<file path="src/logic/pscr_pkg.sv">
// Constants and types shared by both ends of the PLL scan-chain link.
// Assumes one 100 MHz ref_clk feeding both ends.
package pscr_pkg;

   // ----------------------------------------
   // Chain geometry
   // ----------------------------------------
   localparam int CHAIN_LEN = 144;
   localparam int SECT_LEN = 18;
   localparam int N_CNT = 7;
   localparam int CNT_W = 8;
   // Field positions inside one counter section
   localparam int F_LOW = 0;
   localparam int F_HIGH = 8;
   localparam int F_BYPASS = 16;
   localparam int F_ODD = 17;
   // Trailing analogue codes
   localparam int CP_POS = 126;
   localparam int LF_POS = 135;
   localparam int CODE_W = 9;
   // Sections 5 and 6 (feedback, prescale) plus the analogue codes
   localparam int LOOP_POS = 90;

   // ----------------------------------------
   // Timing
   // ----------------------------------------
   localparam int REF_CLK_MHZ = 100;
   localparam int SHIFT_CLK_MAX_MHZ = 100;
   // Half period of the shift clock in ref_clk cycles, rounded up
   localparam int SHIFT_HALF_CYC =
      (REF_CLK_MHZ + 2 * SHIFT_CLK_MAX_MHZ - 1) / (2 * SHIFT_CLK_MAX_MHZ);

   // ----------------------------------------
   // Reset values
   // ----------------------------------------
   localparam logic [CHAIN_LEN-1:0] CHAIN_RST = '0;

   typedef enum logic [2:0] {
      PSCR_IDLE, PSCR_ARM, PSCR_LEAD, PSCR_SHIFT,
      PSCR_UPD, PSCR_WAIT, PSCR_RST, PSCR_FIN
   } pscr_state_t;

endpackage

</file>
<file path="src/logic/pscr_link_if.sv">
// Link between the controlling logic and the PLL reconfiguration port.
// Assumes both ends share ref_clk; no pin here is two-way.
`timescale 1ns/1ps
`default_nettype none
interface pscr_link_if;
   logic chain_shift_clk;
   logic shift_enable;
   logic chain_serial_in;
   logic apply_settings_strobe;
   logic pll_async_reset;
   logic chain_serial_out;
   logic reconfig_done_flag;

   modport device (
      input chain_shift_clk,
      input shift_enable,
      input chain_serial_in,
      input apply_settings_strobe,
      input pll_async_reset,
      output chain_serial_out,
      output reconfig_done_flag
   );

   modport host (
      output chain_shift_clk,
      output shift_enable,
      output chain_serial_in,
      output apply_settings_strobe,
      output pll_async_reset,
      input chain_serial_out,
      input reconfig_done_flag
   );
endinterface
`default_nettype wire

</file>
<file path="src/logic/pscr_divider.sv">
// One PLL counter: high/low time divider with bypass and odd-duty option.
// Assumes tick_rise/tick_fall are alternating one-cycle VCO edge pulses.
`timescale 1ns/1ps
`default_nettype none
module pscr_divider (
   // Clock and reset
   input wire logic ref_clk,
   input wire logic reset,
   // Oscillator edges and loop reset
   input wire logic tick_rise,
   input wire logic tick_fall,
   input wire logic pll_reset,
   // New settings
   input wire logic load_req,
   input wire logic [pscr_pkg::CNT_W-1:0] cfg_high,
   input wire logic [pscr_pkg::CNT_W-1:0] cfg_low,
   input wire logic cfg_bypass,
   input wire logic cfg_odd,
   // Result
   output logic clk_out,
   output logic busy
);
   import pscr_pkg::*;

   typedef struct packed {
      logic [CNT_W-1:0] high;
      logic [CNT_W-1:0] low;
      logic bypass;
      logic odd;
      logic [CNT_W:0] cnt;
      logic pending;
      logic out;
   } pscr_div_t;

   pscr_div_t st_r;
   pscr_div_t st_nxt;
   logic [CNT_W:0] last;
   logic [CNT_W:0] nc;

   always_comb begin
      st_nxt = st_r;
      last = ({1'b0, st_r.high} + {1'b0, st_r.low} == '0) ? '0 :
             {1'b0, st_r.high} + {1'b0, st_r.low} - 9'h001;
      nc = (st_r.cnt == last) ? '0 : st_r.cnt + 9'h001;
      if (load_req) begin
         st_nxt.pending = 1'b1;
      end
      if (pll_reset) begin
         st_nxt.cnt = '0;
         st_nxt.out = 1'b0;
      end else if (tick_rise) begin
         if (st_r.pending && (st_r.bypass || st_r.cnt == last)) begin
            st_nxt.high = cfg_high;
            st_nxt.low = cfg_low;
            st_nxt.bypass = cfg_bypass;
            st_nxt.odd = cfg_odd;
            st_nxt.pending = 1'b0;
            st_nxt.cnt = '0;
            st_nxt.out = cfg_bypass || (cfg_high != '0);
         end else begin
            st_nxt.cnt = nc;
            st_nxt.out = st_r.bypass || (nc < {1'b0, st_r.high});
         end
      end else if (tick_fall) begin
         if (st_r.bypass) begin
            st_nxt.out = 1'b0;
         end else if (st_r.odd && st_r.high != '0 &&
                      st_r.cnt == {1'b0, st_r.high} - 9'h001) begin
            st_nxt.out = 1'b0;
         end
      end
   end

   always_ff @(posedge ref_clk) begin
      if (reset) begin
         st_r <= '0;
      end else begin
         st_r <= st_nxt;
      end
   end

   assign clk_out = st_r.out;
   assign busy = st_r.pending;
endmodule // pscr_divider
`default_nettype wire

</file>
<file path="src/logic/pscr_device.sv">
// PLL reconfiguration end: 144-bit scan chain, update and counters.
// Assumes link pins come from another party and are synchronised here.
//
// What this block and its controller do
// - Chain is exactly 144 bits long.
// - Controller keeps shift clock at most 100 MHz.
// - Controller raises enable one shift cycle early.
// - First bit taken on second enabled rise.
// - Controller drops enable after 144 bits.
// - Chain moves only while enable is high.
// - Strobe held one cycle copies chain into settings.
// - Each counter updates on its own clock.
// - Done flag high during update, falls after.
// - Controller resets PLL after loop setting change.
// - Sequence may repeat any number of times.
// - Chain contents shift out serially.
// - Chain never touches phase settings.
// - Counters have 8-bit high and low times.
// - Bypass bit gives divide by one.
// - Odd bit clear: falls on oscillator rise.
// - Odd bit set: falls on oscillator fall.
// - Seven 18-bit sections then 9+9 code bits.
// - First bit: last post-scale low LSB.
`timescale 1ns/1ps
`default_nettype none
module pscr_device #(
   parameter int CHAIN_BITS = pscr_pkg::CHAIN_LEN
) (
   // Clock and reset
   input wire logic ref_clk,
   input wire logic reset,
   // Link to the controlling logic
   pscr_link_if.device link,
   // Divided outputs: 0..4 post-scale, last first; 5 feedback, 6 prescale
   output logic [pscr_pkg::N_CNT-1:0] div_clk_out,
   // Applied analogue codes
   output logic [pscr_pkg::CODE_W-1:0] charge_pump_current,
   output logic [pscr_pkg::CODE_W-1:0] loop_filter_code
);
   import pscr_pkg::*;

   // ----------------------------------------
   // Elaboration checks
   // ----------------------------------------
   // section layout
   if (CHAIN_BITS != N_CNT * SECT_LEN + 2 * CODE_W) begin : g_len_chk
      $error("chain length does not match section layout");
   end

   // ----------------------------------------
   // State
   // ----------------------------------------
   // Sync bit order: 0 clock, 1 enable, 2 data, 3 strobe, 4 loop reset
   localparam int NSYNC = 5;

   typedef struct packed {
      logic [NSYNC-1:0] sync1;
      logic [NSYNC-1:0] sync2;
      logic clk_prev;
      logic armed;
      logic strobe_taken;
      logic [CHAIN_BITS-1:0] chain;
      logic [CHAIN_BITS-1:0] image;
      logic load_req;
      logic done;
      logic vco_phase;
      logic [N_CNT-1:0] div_out;
   } pscr_dev_t;

   pscr_dev_t st_r;
   pscr_dev_t st_nxt;

   logic shift_rise;
   logic en_s;
   logic data_s;
   logic strobe_s;
   logic loop_rst_s;
   logic tick_rise;
   logic tick_fall;
   logic [N_CNT-1:0] div_clk;
   logic [N_CNT-1:0] div_busy;

   // ----------------------------------------
   // Synchronised link view
   // ----------------------------------------
   // Only the second stage feeds logic; the first is metastability room
   assign shift_rise = st_r.sync2[0] && !st_r.clk_prev;
   assign en_s = st_r.sync2[1];
   assign data_s = st_r.sync2[2];
   assign strobe_s = st_r.sync2[3];
   assign loop_rst_s = st_r.sync2[4];

   // Oscillator model: one VCO period is two ref_clk cycles
   assign tick_rise = !st_r.vco_phase;
   assign tick_fall = st_r.vco_phase;

   // ----------------------------------------
   // Next state
   // ----------------------------------------
   always_comb begin
      st_nxt = st_r;
      st_nxt.sync1 = {link.pll_async_reset, link.apply_settings_strobe,
                      link.chain_serial_in, link.shift_enable,
                      link.chain_shift_clk};
      st_nxt.sync2 = st_r.sync1;
      st_nxt.clk_prev = st_r.sync2[0];
      st_nxt.vco_phase = !st_r.vco_phase;
      st_nxt.load_req = 1'b0;
      st_nxt.div_out = div_clk;

      if (!en_s) begin
         st_nxt.armed = 1'b0;
      end else if (shift_rise) begin
         if (st_r.armed) begin
            // first bit walks down to bit 0
            st_nxt.chain = {data_s, st_r.chain[CHAIN_BITS-1:1]};
         end else begin
            st_nxt.armed = 1'b1;
         end
      end

      if (!strobe_s) begin
         st_nxt.strobe_taken = 1'b0;
      end else if (shift_rise && !en_s && !st_r.strobe_taken && !st_r.done) begin
         st_nxt.image = st_r.chain;
         st_nxt.load_req = 1'b1;
         st_nxt.strobe_taken = 1'b1;
      end

      // high until every counter took its value
      st_nxt.done = st_nxt.load_req || (|div_busy) || st_r.load_req;
   end

   always_ff @(posedge ref_clk) begin
      if (reset) begin
         st_r <= '0;
         st_r.chain <= CHAIN_RST;
         st_r.image <= CHAIN_RST;
      end else begin
         st_r <= st_nxt;
      end
   end

   // ----------------------------------------
   // Counters
   // ----------------------------------------
   // no phase fields decoded from the image
   for (genvar i = 0; i < N_CNT; i++) begin : g_cnt
      pscr_divider u_div (
         .ref_clk(ref_clk),
         .reset(reset),
         .tick_rise(tick_rise),
         .tick_fall(tick_fall),
         .pll_reset(loop_rst_s),
         .load_req(st_r.load_req),
         .cfg_high(st_r.image[i*SECT_LEN+F_HIGH +: CNT_W]),
         .cfg_low(st_r.image[i*SECT_LEN+F_LOW +: CNT_W]),
         .cfg_bypass(st_r.image[i*SECT_LEN+F_BYPASS]),
         .cfg_odd(st_r.image[i*SECT_LEN+F_ODD]),
         .clk_out(div_clk[i]),
         .busy(div_busy[i])
      );
   end

   // ----------------------------------------
   // Outputs
   // ----------------------------------------
   // serial view of the chain
   assign link.chain_serial_out = st_r.chain[0];
   assign link.reconfig_done_flag = st_r.done;
   assign div_clk_out = st_r.div_out;
   assign charge_pump_current = st_r.image[CP_POS +: CODE_W];
   assign loop_filter_code = st_r.image[LF_POS +: CODE_W];

endmodule // pscr_device
`default_nettype wire

</file>
<file path="src/flat_wrapper.sv">
// flat-port wrapper written by rule: the top's interface ports become plain ports
module pscr_device_flat import pscr_pkg::*;
#(
   parameter int CHAIN_BITS = pscr_pkg::CHAIN_LEN
)
  (ref_clk, reset, div_clk_out, charge_pump_current, loop_filter_code, link_chain_shift_clk, link_shift_enable, link_chain_serial_in, link_apply_settings_strobe, link_pll_async_reset, link_chain_serial_out, link_reconfig_done_flag);
  pscr_link_if link_i ();
  input wire logic ref_clk;
  input wire logic reset;
  output logic [pscr_pkg::N_CNT-1:0] div_clk_out;
  output logic [pscr_pkg::CODE_W-1:0] charge_pump_current;
  output logic [pscr_pkg::CODE_W-1:0] loop_filter_code;
  input wire logic [$bits(link_i.chain_shift_clk)-1:0] link_chain_shift_clk;
  input wire logic [$bits(link_i.shift_enable)-1:0] link_shift_enable;
  input wire logic [$bits(link_i.chain_serial_in)-1:0] link_chain_serial_in;
  input wire logic [$bits(link_i.apply_settings_strobe)-1:0] link_apply_settings_strobe;
  input wire logic [$bits(link_i.pll_async_reset)-1:0] link_pll_async_reset;
  output wire logic [$bits(link_i.chain_serial_out)-1:0] link_chain_serial_out;
  output wire logic [$bits(link_i.reconfig_done_flag)-1:0] link_reconfig_done_flag;
  assign link_i.chain_shift_clk = link_chain_shift_clk;
  assign link_i.shift_enable = link_shift_enable;
  assign link_i.chain_serial_in = link_chain_serial_in;
  assign link_i.apply_settings_strobe = link_apply_settings_strobe;
  assign link_i.pll_async_reset = link_pll_async_reset;
  assign link_chain_serial_out = link_i.chain_serial_out;
  assign link_reconfig_done_flag = link_i.reconfig_done_flag;
  pscr_device #(.CHAIN_BITS(CHAIN_BITS)) u_core (.ref_clk(ref_clk), .reset(reset), .link(link_i), .div_clk_out(div_clk_out), .charge_pump_current(charge_pump_current), .loop_filter_code(loop_filter_code));
endmodule
</file>
<file path="config.mk">
export PLATFORM = sky130hd
export DESIGN_NAME = pscr_device_flat
export DESIGN_NICKNAME = d
export VERILOG_FILES = /design/src/logic/pscr_pkg.sv /design/src/logic/pscr_link_if.sv /design/src/logic/pscr_divider.sv /design/src/logic/pscr_device.sv /design/src/flat_wrapper.sv
export SDC_FILE = /design/constraint.sdc
export NUM_CORES = 2
export LEC_CHECK = 0
export ABC_AREA = 1
export BUFFER_PORTS_ARGS = -buffer_cell sky130_fd_sc_hd__buf_2
export CORE_MARGIN = 2
export CORE_UTILIZATION = 60
export CTS_CLUSTER_DIAMETER = 30
export DETAILED_ROUTE_END_ITERATION = 6
export PLACE_DENSITY = 0.76
export SYNTH_ARGS = -nofsm -noshare
export SYNTH_HDL_FRONTEND = slang
export SYNTH_SLANG_ARGS = --single-unit
export TNS_END_PERCENT = 10
</file>
<file path="constraint.sdc">
create_clock -name ref_clk -period 4.6 [get_ports ref_clk]
set_clock_uncertainty 0.05 [all_clocks]
set_input_delay 0.92 -clock ref_clk [delete_from_list [all_inputs] [get_ports ref_clk]]
set_output_delay 0.92 -clock ref_clk [all_outputs]
set_load 0.1 [all_outputs]
</file>
==> results.toml <==
[timing]
final.min_clock_period_ns = 4.204
fmax_mhz = 237.9
setup_violations = 0
worstMarginPinSlew_ns = 0.8894
final_max_slew_viol_count = 0
fin_ws_ns = 0.3962
setup_tns_ns = 0
slew_headroom_pct = 40.71
period_share_pct = 91.39
hold_viol_final = 0
rsz0062_at_grt = "false"

[global_route]
grt_use_total_pct = 27.69
grt_max_degree = 136
busiest_layer = "met2"
met2_usage_pct = 46.77
grtUsageMet1_pct = 35.37
antenna_found_initial = 0
grt_pass1_wl_mm = 110.3
first_global_vias = 23335
grtUsageMet3_pct = 4.798
grt.overflow.total = 0

[power]
ir_worst_vdd_v = 0.0004519
cellPowerDensity_nw_per_um2 = 436.7
p_total_mw = 13.70
p_leak_nw = 14.31

[setup_path]
cp-start-kind = "flop"
end_kind = "flop"
critPathRequiredTime_ns = 5.09
worst-endpoint-arrival_ns = 4.70
slowest_delay_ns = 0.47
crit_fanout = 14
critical_path_class = "flop to flop"
timing.rr.start = "u_core.g_cnt[0].u_div.st_r[13]$_SDFFE_PP0P_"
critPathLaunch = "u_core.g_cnt[0].u_div.st_r[13]$_SDFFE_PP0P_"
cp_slowest_cell = "fa_1"
reg2reg_slack_ns = 0.40
crit_top_cell = "nand2_1"

[clock_network]
cts_buffers = 102
clockBufferDepth = 3
clock_latency_ns = 0.64
clk_transition_reported_paths_ns = 0.05
ctsHtreeMaxLevel = 3
cts_repair_resize_count = 0
holdBufCountCts = 0
cts_setup_buffers = 0
cts_sinks = 514
root_buffer = "clkbuf_16"
cts_tree = "yes"

[yosys]
synthCells = 3919
synth-edff-count = 0
synthDistinctLibCells = 56
yosysWarnings = 0
syn_avg_cell_area_sq_um = 6.976
yosys_most_used_dff = "dfxtp_1"
async_reset_ff_share_pct = 0
synth_fp_nets = 4059
synth_top_cell_area_share_pct = 37.64
synth_top_cell_by_area = "dfxtp_1"
ys_ff_latch = 514
synth_area_leaders = "dfxtp_1, nand2_1, nor2_1"
netlist_area_sq_um = 27340
seq_area_frac_synth_pct = 37.64

[cells_and_area]
n_fill_cell = 3764
utilization_pct = 69.42
insertedDiodeCount = 0
final_common_cell = "nand2_1"
area.sequential_sq_um = 10290
layout-drive-gt1-share_pct = 8.329
multi_input_area_sq_um = 14610
syn2layout_area_growth_pct = 14.73
nets = 4039
mostFrequentLayoutCells = "nand2_1, nor2_1, dfxtp_1"

[status]
outcome = "complete, but fails checks"
violations = "design-rule violations"

[detailed_routing]
wl_per_cell_um = 14.18
drt_iter0_markers = 1575
routed_wl_mm = 65.02
drc_errors = 2
ant_nets = 0
via_per_inst = 5.367
via_count = 24611
first_pass_iters = 7

[placement]
io_buffers = 33
post-place-ws_ns = 0.2389
hpwl_mm = 43.18
place_congestion = 0.8810

[floorplan]
dieArea_sq_um = 47290
die_h_um = 217.5
core_sq_um = 45190
io_pins = 34
num_rows = 78
start_util_pct = 60.51
die_x_um = 217.5

[flow_run]
maxCapViolCount = 0

[worst_hold_path]
hold_class = "flop to flop"
worstHoldStart = "u_core.st_nxt[301]$_SDFF_PP0_"
-- final cells by class --
cell class	instances	share of cell area (%)
timing repair buffer	58	1.213
clock inverter	73	3.143
clock buffer	118	8.816
inverter	419	5.038
sequential	514	32.81
multi-input combinational	2804	46.59
tap	600	2.393
-- layer usage --
metal  vias to the layer above  share of wire, %  routed length [um]
met5                         -                 0                   0
met4                         0               2.6                1703
met3                       135               4.3                2828
met2                       510                47               30650
met1                     11262                46               29840
li1                      12704                 -                   -
-- logic make-up (layout without fill, tap and decap cells) --
logic type	count (synthesis)	count (layout)	synth area share (%)
buffers and inverters	601	668	9.080
adder cells (fa/ha/maj)	133	133	6.279
AND/OR/NAND/NOR	1806	1806	27.91
XOR/XNOR	135	135	4.325
flip-flops	514	514	37.64
AO/OA/AOI/OAI	730	730	14.77
-- cells in the mapped netlist, types with 53 or more instances --
cell type / count
nand2_1: 883
nor2_1: 558
dfxtp_1: 514
inv_1: 405
o21ai_0: 355
a21oi_1: 280
nand3_1: 166
ha_1: 126
clkbuf_1: 117
xor2_1: 82
nor3_1: 54
xnor2_1: 53
-- worst max-delay path: cells and delay by family (launching register included) --
family	cells	cell delay [ns]
AND/OR/NAND/NOR	15	1.77
adder cells (fa/ha/maj)	3	1.03
AO/OA/AOI/OAI	5	0.59
flip-flops	1	0.31
XOR/XNOR	1	0.26
buffers and inverters	1	0.10
-- worst paths after layout --
kind	endpoint	cells after the start
max	u_core.g_cnt[0].u_div.clk_out$_SDFFE_PP0P_	25
min	u_core.st_nxt[300]$_SDFF_PP0_	2
max reg2reg	u_core.g_cnt[0].u_div.clk_out$_SDFFE_PP0P_	25
min reg2reg	u_core.st_nxt[300]$_SDFF_PP0_	2
-- sequential cells by signal, summed over array words and instances, names as in the netlist, 6 cells and up --
register / flops
u_core.st_r: 274
u_core.g_cnt.u_div.st_r: 189
u_core.charge_pump_current: 9
u_core.loop_filter_code: 9
u_core.div_clk_out: 7
u_core.g_cnt.u_div.busy: 7
u_core.g_cnt.u_div.clk_out: 7
u_core.st_nxt: 6
-- power by group --
| group | total, mW | internal (mW) | switching, mW |
|---|---|---|---|
| clock network | 7.87 | 5.32 | 2.56 |
| logic | 1.19 | 0.399 | 0.791 |
| registers | 4.63 | 4.54 | 0.0909 |
| total | 13.7 | 10.3 | 3.44 |
-- metrics by stage --
step / hold WS, ns / instance area [sq um] / instances
CTS: 0.3526 / 31350 / 4586
floorplan: 0.3383 / 27340 / 3919
global route: 0.3683 / 31370 / 4586
global placement: 0.3433 / 27600 / 4395
detailed placement: 0.3437 / 27600 / 4395
finish: 0.3495 / 31370 / 4586
No activity file was read; power rests on OpenSTA's default activity.
